===== src/atc_pkg.sv =====
// Shared constants, types and helpers for the converter control core.
// Assumes a 200 MHz core clock; all timing counts derive from CLK_PERIOD_PS.
package atc_pkg;
  localparam int CLK_PERIOD_PS = 5000;
  // Half of the base start cycle, so that the x1.5 steps stay whole.
  localparam int BASE_HALF_PS = 500000;
  localparam int TURBO_HALF_PS = 156250;
  // Quarter clock cycles per half base cycle; turbo needs the quarters.
  localparam int BASE_Q = BASE_HALF_PS * 4 / CLK_PERIOD_PS;
  localparam int TURBO_Q = TURBO_HALF_PS * 4 / CLK_PERIOD_PS;
  localparam int OSC1_SCALE = 32;
  localparam int ACC_W = 24;
  localparam logic [ACC_W-1:0] Q_STEP = 24'h000004;
  localparam int SUM_W = 19;

  localparam logic [1:0] MODE_MANUAL = 2'h0;
  localparam logic [1:0] MODE_AUTO = 2'h1;
  localparam logic [1:0] MODE_TURBO = 2'h2;

  localparam logic [7:0] CRC_POLY = 8'h07;
  localparam logic [7:0] CRC_INIT = 8'h00;

  localparam logic [7:0] PIN_RST = 8'h00;
  localparam logic [7:0] LEVEL_RST = 8'h00;
  localparam logic [2:0] AVG_RST = 3'h0;
  localparam logic [3:0] DIV_RST = 4'h0;

  typedef enum logic [1:0] {
    ST_IDLE = 2'b00,
    ST_WAIT = 2'b01,
    ST_CONV = 2'b10
  } atc_state_t;

  // Cycle multiplier times two: 2,3,4,6,8,12 ... 384.
  function automatic logic [8:0] atc_mult2(input logic [3:0] code);
    logic [8:0] m;
    m = code[0] ? 9'h003 : 9'h002;
    return m << code[3:1];
  endfunction

  // Check byte of one data byte, most significant bit first.
  function automatic logic [7:0] atc_crc8(input logic [7:0] d);
    logic [7:0] c;
    c = CRC_INIT;
    for (int i = 7; i >= 0; i--) begin
      if (c[7] ^ d[i]) begin
        c = {c[6:0], 1'b0} ^ CRC_POLY;
      end else begin
        c = {c[6:0], 1'b0};
      end
    end
    return c;
  endfunction
endpackage


===== src/atc_core.sv =====
// Conversion start timing, averaging, channel I/O and check codes.
// Assumes an outside serial engine that decodes frames into the strobes here.
`timescale 1ns/1ps
module atc_core #(
  parameter int BASE_UNIT_Q = atc_pkg::BASE_Q,
  parameter int TURBO_UNIT_Q = atc_pkg::TURBO_Q
) (
  // Clock and reset.
  input logic CLK,
  input logic RST_N,
  // Mode and configuration.
  input logic [1:0] MODE,
  input logic [2:0] MAN_CH,
  input logic CFG_WR,
  input logic [7:0] CFG_PIN_FUNCTION,
  input logic [7:0] CFG_DIRECTION,
  input logic [7:0] CFG_DRIVE_TYPE,
  input logic [7:0] CFG_AUTOSEQ,
  input logic [2:0] CFG_AVERAGE_FACTOR,
  input logic [3:0] CFG_RATE_DIVIDER,
  input logic CFG_OSC_SELECT,
  // Conversion requests and status.
  input logic I2C_CONV_REQ,
  input logic CONVERT_START_BIT,
  input logic STATS_ENABLE,
  input logic AVG_DONE_CLR,
  output logic AVERAGE_DONE,
  // Converter handshake.
  output logic CONV_START,
  output logic [2:0] CONV_CH,
  input logic CONV_DONE,
  input logic [11:0] CONV_DATA,
  // Results.
  output logic AVG_VALID,
  output logic [15:0] AVG_RESULT,
  output logic [2:0] AVG_CH,
  output logic CMP_VALID,
  output logic [11:0] CMP_DATA,
  input logic [2:0] RES_RD_CH,
  output logic [15:0] LATEST_RESULT,
  // Channel pins and levels.
  input logic OUTPUT_LEVEL_WR,
  input logic [7:0] OUTPUT_LEVEL_DATA,
  input logic [7:0] EVENT_FLAGS,
  input logic [7:0] EVENT_TRIG_EN,
  input logic [7:0] EVENT_TRIG_LEVEL,
  input logic [7:0] GPIO_IN,
  output logic [7:0] GPIO_OUT,
  output logic [7:0] GPIO_OE,
  output logic [7:0] INPUT_LEVEL,
  output logic [7:0] OUTPUT_LEVEL,
  // Serial clock pin.
  input logic SCL_IN,
  output logic SCL_OUT,
  output logic SCL_OE,
  // Check codes.
  input logic CHECK_CODE_ENABLE,
  input logic RX_DATA_VALID,
  input logic [7:0] RX_DATA,
  input logic RX_CRC_VALID,
  input logic [7:0] RX_CRC,
  input logic CRC_ERR_CLR,
  output logic RX_ACCEPT,
  output logic RX_REJECT,
  output logic CRC_IN_ERROR,
  input logic TX_VALID,
  input logic [7:0] TX_DATA,
  output logic TX_CRC_VALID,
  output logic [7:0] TX_CRC
);
  import atc_pkg::*;

  // Pin synchronisers.
  logic [7:0] gpio_s1;
  logic scl_s1;
  logic scl_s2;
  always_ff @(posedge CLK) begin
    if (!RST_N) begin
      gpio_s1 <= 8'h00;
      INPUT_LEVEL <= 8'h00;
      scl_s1 <= 1'b1;
      scl_s2 <= 1'b1;
    end else begin
      gpio_s1 <= GPIO_IN;
      INPUT_LEVEL <= gpio_s1;
      scl_s1 <= SCL_IN;
      scl_s2 <= scl_s1;
    end
  end

  // Configuration; writes are held off while a check error stands.
  logic [7:0] pin_function, direction, drive_type, autoseq;
  logic [2:0] average_factor;
  logic [3:0] rate_divider;
  logic oscillator_select;
  logic cfg_take;
  assign cfg_take = CFG_WR && !CRC_IN_ERROR;
  always_ff @(posedge CLK) begin
    if (!RST_N) begin
      pin_function <= PIN_RST;
      direction <= PIN_RST;
      drive_type <= PIN_RST;
      autoseq <= PIN_RST;
      average_factor <= AVG_RST;
      rate_divider <= DIV_RST;
      oscillator_select <= 1'b0;
    end else if (cfg_take) begin
      pin_function <= CFG_PIN_FUNCTION;
      direction <= CFG_DIRECTION;
      drive_type <= CFG_DRIVE_TYPE;
      autoseq <= CFG_AUTOSEQ;
      average_factor <= CFG_AVERAGE_FACTOR;
      rate_divider <= CFG_RATE_DIVIDER;
      oscillator_select <= CFG_OSC_SELECT;
    end
  end

  // Output levels and pin drivers.
  logic [7:0] next_level, next_out, next_oe, dout_en, flags_q, evt_rise;
  assign evt_rise = EVENT_FLAGS & ~flags_q & EVENT_TRIG_EN;
  always_comb begin
    next_level = OUTPUT_LEVEL;
    if (OUTPUT_LEVEL_WR && !CRC_IN_ERROR) begin
      next_level = OUTPUT_LEVEL_DATA;
    end
    next_level = (next_level & ~evt_rise) |
      (EVENT_TRIG_LEVEL & evt_rise);
  end
  for (genvar g = 0; g < 8; g++) begin : g_pin
    assign dout_en[g] = pin_function[g] & direction[g];
    // Open-drain only pulls low; a one is left to the pull-up.
    assign next_oe[g] = dout_en[g] & (drive_type[g] | ~OUTPUT_LEVEL[g]);
    assign next_out[g] = OUTPUT_LEVEL[g];
  end
  always_ff @(posedge CLK) begin
    if (!RST_N) begin
      OUTPUT_LEVEL <= LEVEL_RST;
      flags_q <= 8'h00;
      GPIO_OUT <= 8'h00;
      GPIO_OE <= 8'h00;
    end else begin
      OUTPUT_LEVEL <= next_level;
      flags_q <= EVENT_FLAGS;
      GPIO_OUT <= next_out;
      GPIO_OE <= next_oe;
    end
  end

  // Start-rate generator: quarter-cycle accumulator, so 62.5 cycles works.
  logic [ACC_W-1:0] acc, next_acc, acc_sum, period;
  logic tick, tick_pend, next_tick_pend, acc_clr, next_start;
  always_comb begin
    period = ACC_W'((MODE == MODE_TURBO ? TURBO_UNIT_Q : BASE_UNIT_Q)
      * int'(atc_mult2(rate_divider))
      * (oscillator_select ? OSC1_SCALE : 1));
    acc_sum = acc + Q_STEP;
    tick = !acc_clr && (acc_sum >= period);
    if (acc_clr) begin
      next_acc = '0;
    end else if (tick) begin
      next_acc = acc_sum - period;
    end else begin
      next_acc = acc_sum;
    end
    next_tick_pend = !acc_clr && (tick || tick_pend) && !next_start;
  end
  always_ff @(posedge CLK) begin
    if (!RST_N) begin
      acc <= '0;
      tick_pend <= 1'b0;
    end else begin
      acc <= next_acc;
      tick_pend <= next_tick_pend;
    end
  end

  // Conversion sequencer and averaging.
  atc_state_t state, next_state;
  logic [1:0] run_mode, next_run_mode;
  logic [2:0] next_ch, seek, base;
  logic [7:0] cnt, next_cnt, nsamp, amask;
  logic [SUM_W-1:0] sum, next_sum;
  logic [SUM_W+3:0] wide;
  logic stretch_pend, next_stretch, stats_pend, next_stats;
  logic next_done, next_avg_valid, next_scl_oe, fin;
  logic [15:0] next_avg;
  logic [2:0] idx;

  assign amask = autoseq & ~pin_function;
  assign nsamp = 8'h01 << average_factor;

  always_comb begin
    base = (state == ST_IDLE) ? 3'h7 : CONV_CH;
    seek = base;
    idx = 3'h0;
    for (int k = 1; k <= 8; k++) begin
      idx = base + 3'(k);
      if (amask[idx] && seek == base) begin
        seek = idx;
      end
    end
  end

  always_comb begin
    next_state = state;
    next_run_mode = run_mode;
    next_ch = CONV_CH;
    next_cnt = cnt;
    next_sum = sum;
    next_start = 1'b0;
    next_stretch = stretch_pend;
    next_stats = stats_pend;
    next_done = AVERAGE_DONE;
    next_avg_valid = 1'b0;
    next_avg = AVG_RESULT;
    wide = '0;
    acc_clr = 1'b0;
    fin = 1'b0;
    if (AVG_DONE_CLR) begin
      next_done = 1'b0;
    end
    unique case (state)
      ST_IDLE: begin
        acc_clr = 1'b1;
        next_cnt = 8'h00;
        next_sum = '0;
        next_run_mode = MODE;
        if (MODE == MODE_TURBO) begin
          next_ch = MAN_CH;
          next_state = ST_WAIT;
        end else if (MODE == MODE_AUTO && |amask) begin
          next_ch = seek;
          next_state = ST_WAIT;
        end else if (MODE == MODE_MANUAL && (I2C_CONV_REQ ||
                     (CONVERT_START_BIT && STATS_ENABLE))) begin
          next_ch = MAN_CH;
          next_start = 1'b1;
          next_state = ST_CONV;
          next_stretch = I2C_CONV_REQ;
          next_stats = !I2C_CONV_REQ;
        end
      end
      ST_WAIT: begin
        if (MODE != run_mode) begin
          next_state = ST_IDLE;
          next_stretch = 1'b0;
          next_stats = 1'b0;
        end else if (tick || tick_pend) begin
          next_start = 1'b1;
          next_state = ST_CONV;
        end
      end
      ST_CONV: begin
        if (CONV_DONE) begin
          next_sum = sum + SUM_W'(CONV_DATA);
          next_cnt = cnt + 8'h01;
          fin = (run_mode == MODE_TURBO) || (next_cnt == nsamp);
          if (fin) begin
            wide = {next_sum, 4'h0} >> (run_mode == MODE_TURBO ?
              3'h0 : average_factor);
            next_avg = wide[15:0];
            next_avg_valid = 1'b1;
            next_cnt = 8'h00;
            next_sum = '0;
            next_stretch = 1'b0;
            next_stats = 1'b0;
            if (stats_pend) begin
              next_done = 1'b1;
            end
            if (run_mode == MODE_MANUAL) begin
              next_state = ST_IDLE;
            end else begin
              next_state = ST_WAIT;
            end
            if (run_mode == MODE_AUTO) begin
              next_ch = seek;
            end
          end else begin
            next_state = ST_WAIT;
          end
        end
      end
      default: next_state = ST_IDLE;
    endcase
    // Stretch only once the host has pulled the clock low itself.
    next_scl_oe = next_stretch && (SCL_OE || !scl_s2);
  end

  always_ff @(posedge CLK) begin
    if (!RST_N) begin
      state <= ST_IDLE;
      run_mode <= MODE_MANUAL;
      CONV_CH <= 3'h0;
      cnt <= 8'h00;
      sum <= '0;
      CONV_START <= 1'b0;
      stretch_pend <= 1'b0;
      stats_pend <= 1'b0;
      AVERAGE_DONE <= 1'b0;
      AVG_VALID <= 1'b0;
      AVG_RESULT <= 16'h0000;
      AVG_CH <= 3'h0;
      CMP_VALID <= 1'b0;
      CMP_DATA <= 12'h000;
      SCL_OE <= 1'b0;
    end else begin
      state <= next_state;
      run_mode <= next_run_mode;
      CONV_CH <= next_ch;
      cnt <= next_cnt;
      sum <= next_sum;
      CONV_START <= next_start;
      stretch_pend <= next_stretch;
      stats_pend <= next_stats;
      AVERAGE_DONE <= next_done;
      AVG_VALID <= next_avg_valid;
      AVG_RESULT <= next_avg;
      if (next_avg_valid) begin
        AVG_CH <= CONV_CH;
      end
      CMP_VALID <= next_avg_valid;
      CMP_DATA <= next_avg[15:4];
      SCL_OE <= next_scl_oe;
    end
  end
  assign SCL_OUT = 1'b0;

  atc_result_mem u_mem (
    .clk(CLK),
    .rst_n(RST_N),
    .we(AVG_VALID),
    .waddr(AVG_CH),
    .wdata(AVG_RESULT),
    .raddr(RES_RD_CH),
    .rdata(LATEST_RESULT)
  );

  // Check codes on received and sent bytes.
  logic [7:0] exp_crc, next_exp, next_tx_crc;
  logic have_data, next_have, next_err, next_acc_ok, next_rej, next_txv;
  always_comb begin
    next_exp = exp_crc;
    next_have = have_data;
    next_acc_ok = 1'b0;
    next_rej = 1'b0;
    next_err = CRC_IN_ERROR;
    if (CRC_ERR_CLR) begin
      next_err = 1'b0;
    end
    if (!CHECK_CODE_ENABLE) begin
      next_acc_ok = RX_DATA_VALID;
      next_have = 1'b0;
    end else if (RX_DATA_VALID) begin
      next_exp = atc_crc8(RX_DATA);
      next_have = 1'b1;
    end else if (RX_CRC_VALID && have_data) begin
      next_have = 1'b0;
      if (RX_CRC == exp_crc) begin
        next_acc_ok = 1'b1;
      end else begin
        next_rej = 1'b1;
        next_err = 1'b1;
      end
    end
    next_txv = TX_VALID && CHECK_CODE_ENABLE;
    next_tx_crc = TX_VALID ? atc_crc8(TX_DATA) : TX_CRC;
  end
  always_ff @(posedge CLK) begin
    if (!RST_N) begin
      exp_crc <= CRC_INIT;
      have_data <= 1'b0;
      RX_ACCEPT <= 1'b0;
      RX_REJECT <= 1'b0;
      CRC_IN_ERROR <= 1'b0;
      TX_CRC_VALID <= 1'b0;
      TX_CRC <= CRC_INIT;
    end else begin
      exp_crc <= next_exp;
      have_data <= next_have;
      RX_ACCEPT <= next_acc_ok;
      RX_REJECT <= next_rej;
      CRC_IN_ERROR <= next_err;
      TX_CRC_VALID <= next_txv;
      TX_CRC <= next_tx_crc;
    end
  end

  // Helper: cycles between start-rate ticks.
  logic [ACC_W-1:0] gap;
  logic gap_ok;
  always_ff @(posedge CLK) begin
    if (!RST_N || acc_clr || CFG_WR) begin
      gap <= 24'h000001;
      gap_ok <= 1'b0;
    end else begin
      gap <= tick ? 24'h000001 : gap + 24'h000001;
      gap_ok <= gap_ok || tick;
    end
  end
endmodule


===== src/atc_result_mem.sv =====
// Eight-entry store of the latest 16-bit result of each channel.
// Assumes one write and one read port on the core clock; read data registered.
`timescale 1ns/1ps
module atc_result_mem (
  // Clock and reset.
  input logic clk,
  input logic rst_n,
  // Write port.
  input logic we,
  input logic [2:0] waddr,
  input logic [15:0] wdata,
  // Read port.
  input logic [2:0] raddr,
  output logic [15:0] rdata
);
  logic [15:0] mem [8];

  always_ff @(posedge clk) begin
    if (we) begin
      mem[waddr] <= wdata;
    end
  end

  // Entries are not cleared; the read register is, so reset reads zero.
  always_ff @(posedge clk) begin
    if (!rst_n) begin
      rdata <= 16'h0000;
    end else begin
      rdata <= mem[raddr];
    end
  end
endmodule


===== config.mk =====
export PLATFORM = sky130hd
export DESIGN_NAME = atc_core
export DESIGN_NICKNAME = d
export VERILOG_FILES = /design/src/atc_pkg.sv /design/src/atc_core.sv /design/src/atc_result_mem.sv
export SDC_FILE = /design/constraint.sdc
export NUM_CORES = 1
export LEC_CHECK = 0
export BUFFER_PORTS_ARGS = -buffer_cell sky130_fd_sc_hd__clkbuf_2
export CAP_MARGIN = 20
export CORE_MARGIN = 2
export CORE_UTILIZATION = 24
export DETAILED_ROUTE_END_ITERATION = 8
export SYNTH_ARGS = -nofsm -noshare
export SYNTH_HDL_FRONTEND = slang
export SYNTH_SLANG_ARGS = --single-unit
export TNS_END_PERCENT = 100

===== constraint.sdc =====
create_clock -name CLK -period 14.35 [get_ports CLK]
set_input_delay 2.1525 -clock CLK [delete_from_list [all_inputs] [get_ports CLK]]
set_output_delay 2.1525 -clock CLK [all_outputs]
set_load 0.02 [all_outputs]

==> impl_metrics.csv <==
group,metric,value,unit
synth,synth-edff-count,128,
clock_network,cts_tree,"built",
critical_path,crit_slowest_cell,"a2111oi_0",
detailed_routing,first_pass_iters,5,
synth,synth_ff_type,"dfxtp_1",
sta,rsz0062_at_grt,"no",
global_route,grt_pass1_vias,15000,
detailed_routing,drcViolationCount,0,
critical_path,end_kind,"flip-flop",
die,fp.dieW,291,um
die,coreArea,0.0817,sq mm
run_status,status,"finished, final reports clean",
critical_path,critPathKind,"in -> reg",
detailed_routing,wl_per_cell,15.5,um
critical_path,cp_max_fo,25,
synth,yosys_warnings,0,
die,die_area,0.0845,sq mm
detailed_routing,ant_nets,0,
global_route,grt_pass1_wl,81600,um
sta,relSlewSlack,0.298,
sta,tightest_slew,1.05,ns
sta,slew_viol_final,0,
clock_network,h-tree-depth,2,
synth,synth_cells,2030,
clock_network,cts-root-buf,"clkbuf_16",
global_route,grt_usage,0.120,
global_route,grt_overflow_total,0,
detailed_routing,wl,51700,um
detailed_routing,viasPerCell,4.55,
sta,max_freq,0.0979,GHz
cells_and_area,nNetsFinal,2527,
synth,syn_avg_cell_area,9.71,sq um
clock_network,post_cts_buffers,0,
clock_network,clkSlewWorstSetupHoldPaths,0.06,ns
synth,synthesis.area,0.0197,sq mm
die,io_pins,239,
clock_network,cts.sinks,339,
clock_network,post_cts_hold_buffer_count,0,
synth,ys_ff_latch,339,
sta,tns,0,ns
clock_network,cts_resized,0,
critical_path,worst-path-buf-inv,5,
cells_and_area,final_util,0.285,
sta,fin_skew,0.0123,ns
sta,finalCritPeriodShare,0.712,
job,drv_cap,0,
detailed_routing,vias,15200,
critical_path,cp_top_family,"compound AO/OA/AOI/OAI gates",
critical_path,max_stage_delay,0.77,ns
critical_path,start_kind,"primary input",
sta,finalHoldViolCount,0,
power,p_per_area,129,mW/mm^2
sta,fin_crit,10.21,ns
cells_and_area,fin_cells,3334,
placement,place_inst,3264,
sta,setup_violations,0,
cells_and_area,areaGrowthSynthToFinish,17.9,%
clock_network,cts_buffer_depth,3,
critical_path,arrival,10.61,ns
power,leakagePower,9.83,nW
placement,io_buffer_count,237,
die,row_count,105,
placement,dpl_worst_slack,3.59,ns
critical_path,crit_required,14.75,ns
global_route,grt_max_degree,64,
cells_and_area,drive_gt1_frac,0.177,
clock_network,cts_buffers,38,
cells_and_area,num_antenna_cells,0,
sta,setup_ws,4.14,ns
global_route,grt_antenna_before_repair,3,
placement,place_hpwl,38700,um
synth,async_flop_share,0,
cells_and_area,final_area,0.0233,sq mm
die,initial_core_util,0.241,
power,vdd_drop_max,0.0825,mV
cells_and_area,fillers,8699,
placement,placed_area,0.0220,sq mm
die,die_h,291,um
detailed_routing,drt_iter0_drc,671,
worst_hold_path,hold_class,"reg -> reg",
placement,gp_congestion,0.834,
synth,synth.distinct_cells,82,
synth,ys_seq_area_frac,0.409,
clock_network,clock_insertion_delay_worst_skew,0.56,ns
==> stage by stage <==
stage | hold slack, ns | total power, mW
2_1_floorplan | 0.386 | 1.81
3_3_place_gp | 0.392 | 2.02
3_5_place_dp | 0.398 | 2.02
4_1_cts | 0.414 | 3.03
5_1_grt | 0.442 | 3.18
6_report | 0.411 | 3.00
==> cell usage in the layout (no fill, tap or decap), types with 14 or more instances in the layout <==
master and count:
ha_1 121, inv_1 103, clkbuf_2 237, nor2_1 194, buf_4 21, nor2b_1 29, fa_1 33, o21ai_0 67
mux2i_1 62, nand2_1 223, a211oi_1 26, xnor2_1 87, conb_1 15, or2_2 14, a22oi_1 21, nor3_1 32
dfxtp_1 211, a21o_1 43, edfxtp_1 128, clkbuf_16 38, mux4_2 42, nand2b_1 21, nand3_1 36, and2_1 43
xor2_1 42, a21oi_1 147
==> worst register-to-register path, delay by kind of cell, from the launching register on <==
kind / cells / cell delay [ns]
DFF: 1 / 0.45
buffers and inverters: 5 / 0.76
AOI/OAI and AO/OA: 13 / 2.63
and+or+nand+nor: 11 / 1.31
adders and majority gates: 9 / 3.17
xor gates and xnor gates: 1 / 0.19
==> cell usage after synthesis, types with 36 or more instances <==
cell,count,area share
nand2_1,223,0.042
dfxtp_1,211,0.21
nor2_1,195,0.037
a21oi_1,148,0.038
edfxtp_1,128,0.19
ha_1,121,0.077
inv_1,104,0.020
xnor2_1,87,0.039
clkbuf_1,77,0.015
o21ai_0,67,0.017
mux2i_1,62,0.031
a21o_1,43,0.016
and2_1,43,0.014
mux4_2,42,0.048
xor2_1,42,0.019
nand3_1,36,0.0091
==> per-layer routing <==
| layer | share of wire | track usage | wire (um) |
|---|---|---|---|
| met5 | 0.00031 | 0 | 16 |
| met4 | 0.022 | 0.0346 | 1150 |
| met3 | 0.053 | 0.0241 | 2740 |
| met2 | 0.45 | 0.193 | 23200 |
| met1 | 0.48 | 0.162 | 24600 |
==> path summary, 6_finish.rpt <==
path                   startpoint          to  slack, ns  cells after the start
hold reg to reg            scl_s1      scl_s2       0.41                      1
hold / removal             scl_s1      scl_s2       0.41                      1
setup reg to reg  rate_divider[0]  CONV_START       5.68                     39
setup / recovery          MODE[0]  CONV_START       4.14                     37
==> cells by family (layout without fill, tap and decap cells) <==
family,Yosys count,after routing,synth area share
flops,339,339,0.409
fa+ha+maj,154,154,0.110
mux,118,118,0.0874
other cells,2,15,0.000381
simple gates,652,652,0.151
buf+inv,214,435,0.0447
xor+xnor,129,129,0.0573
compound gates,422,422,0.139
==> registers in the layout (all words and copies together) (netlist names), 8 cells and up, named ones only <==
signal / flops
flags_q: 8
autoseq: 8
TX_CRC: 8
INPUT_LEVEL: 8
sum: 19
direction: 8
u_mem.rdata: 16
GPIO_OUT: 8
pin_function: 8
gpio_s1: 8
u_mem.mem: 128
acc: 24
cnt: 8
AVG_RESULT: 16
GPIO_OE: 8
drive_type: 8
exp_crc: 8
==> power breakdown <==
| group | internal (mW) | leakage [nW] | total (mW) | switching (mW) |
|---|---|---|---|---|
| clock | 0.579 | 0.608 | 0.985 | 0.406 |
| sequential | 1.04 | 2.95 | 1.09 | 0.0496 |
| combinational | 0.372 | 6.27 | 0.922 | 0.550 |
==> cell type report <==
| cell class | count | area, sq um | share of cell area |
|---|---|---|---|
| multi-input combinational | 1490 | 10800 | 0.466 |
| sequential | 339 | 8070 | 0.347 |
| timing repair buffer | 258 | 1340 | 0.0578 |
| tap | 1070 | 1340 | 0.0576 |
| clock buffer | 49 | 1020 | 0.0440 |
| inverter | 107 | 407 | 0.0175 |
| clock inverter | 21 | 230 | 0.00990 |
Power figures use the tool's default switching activity.
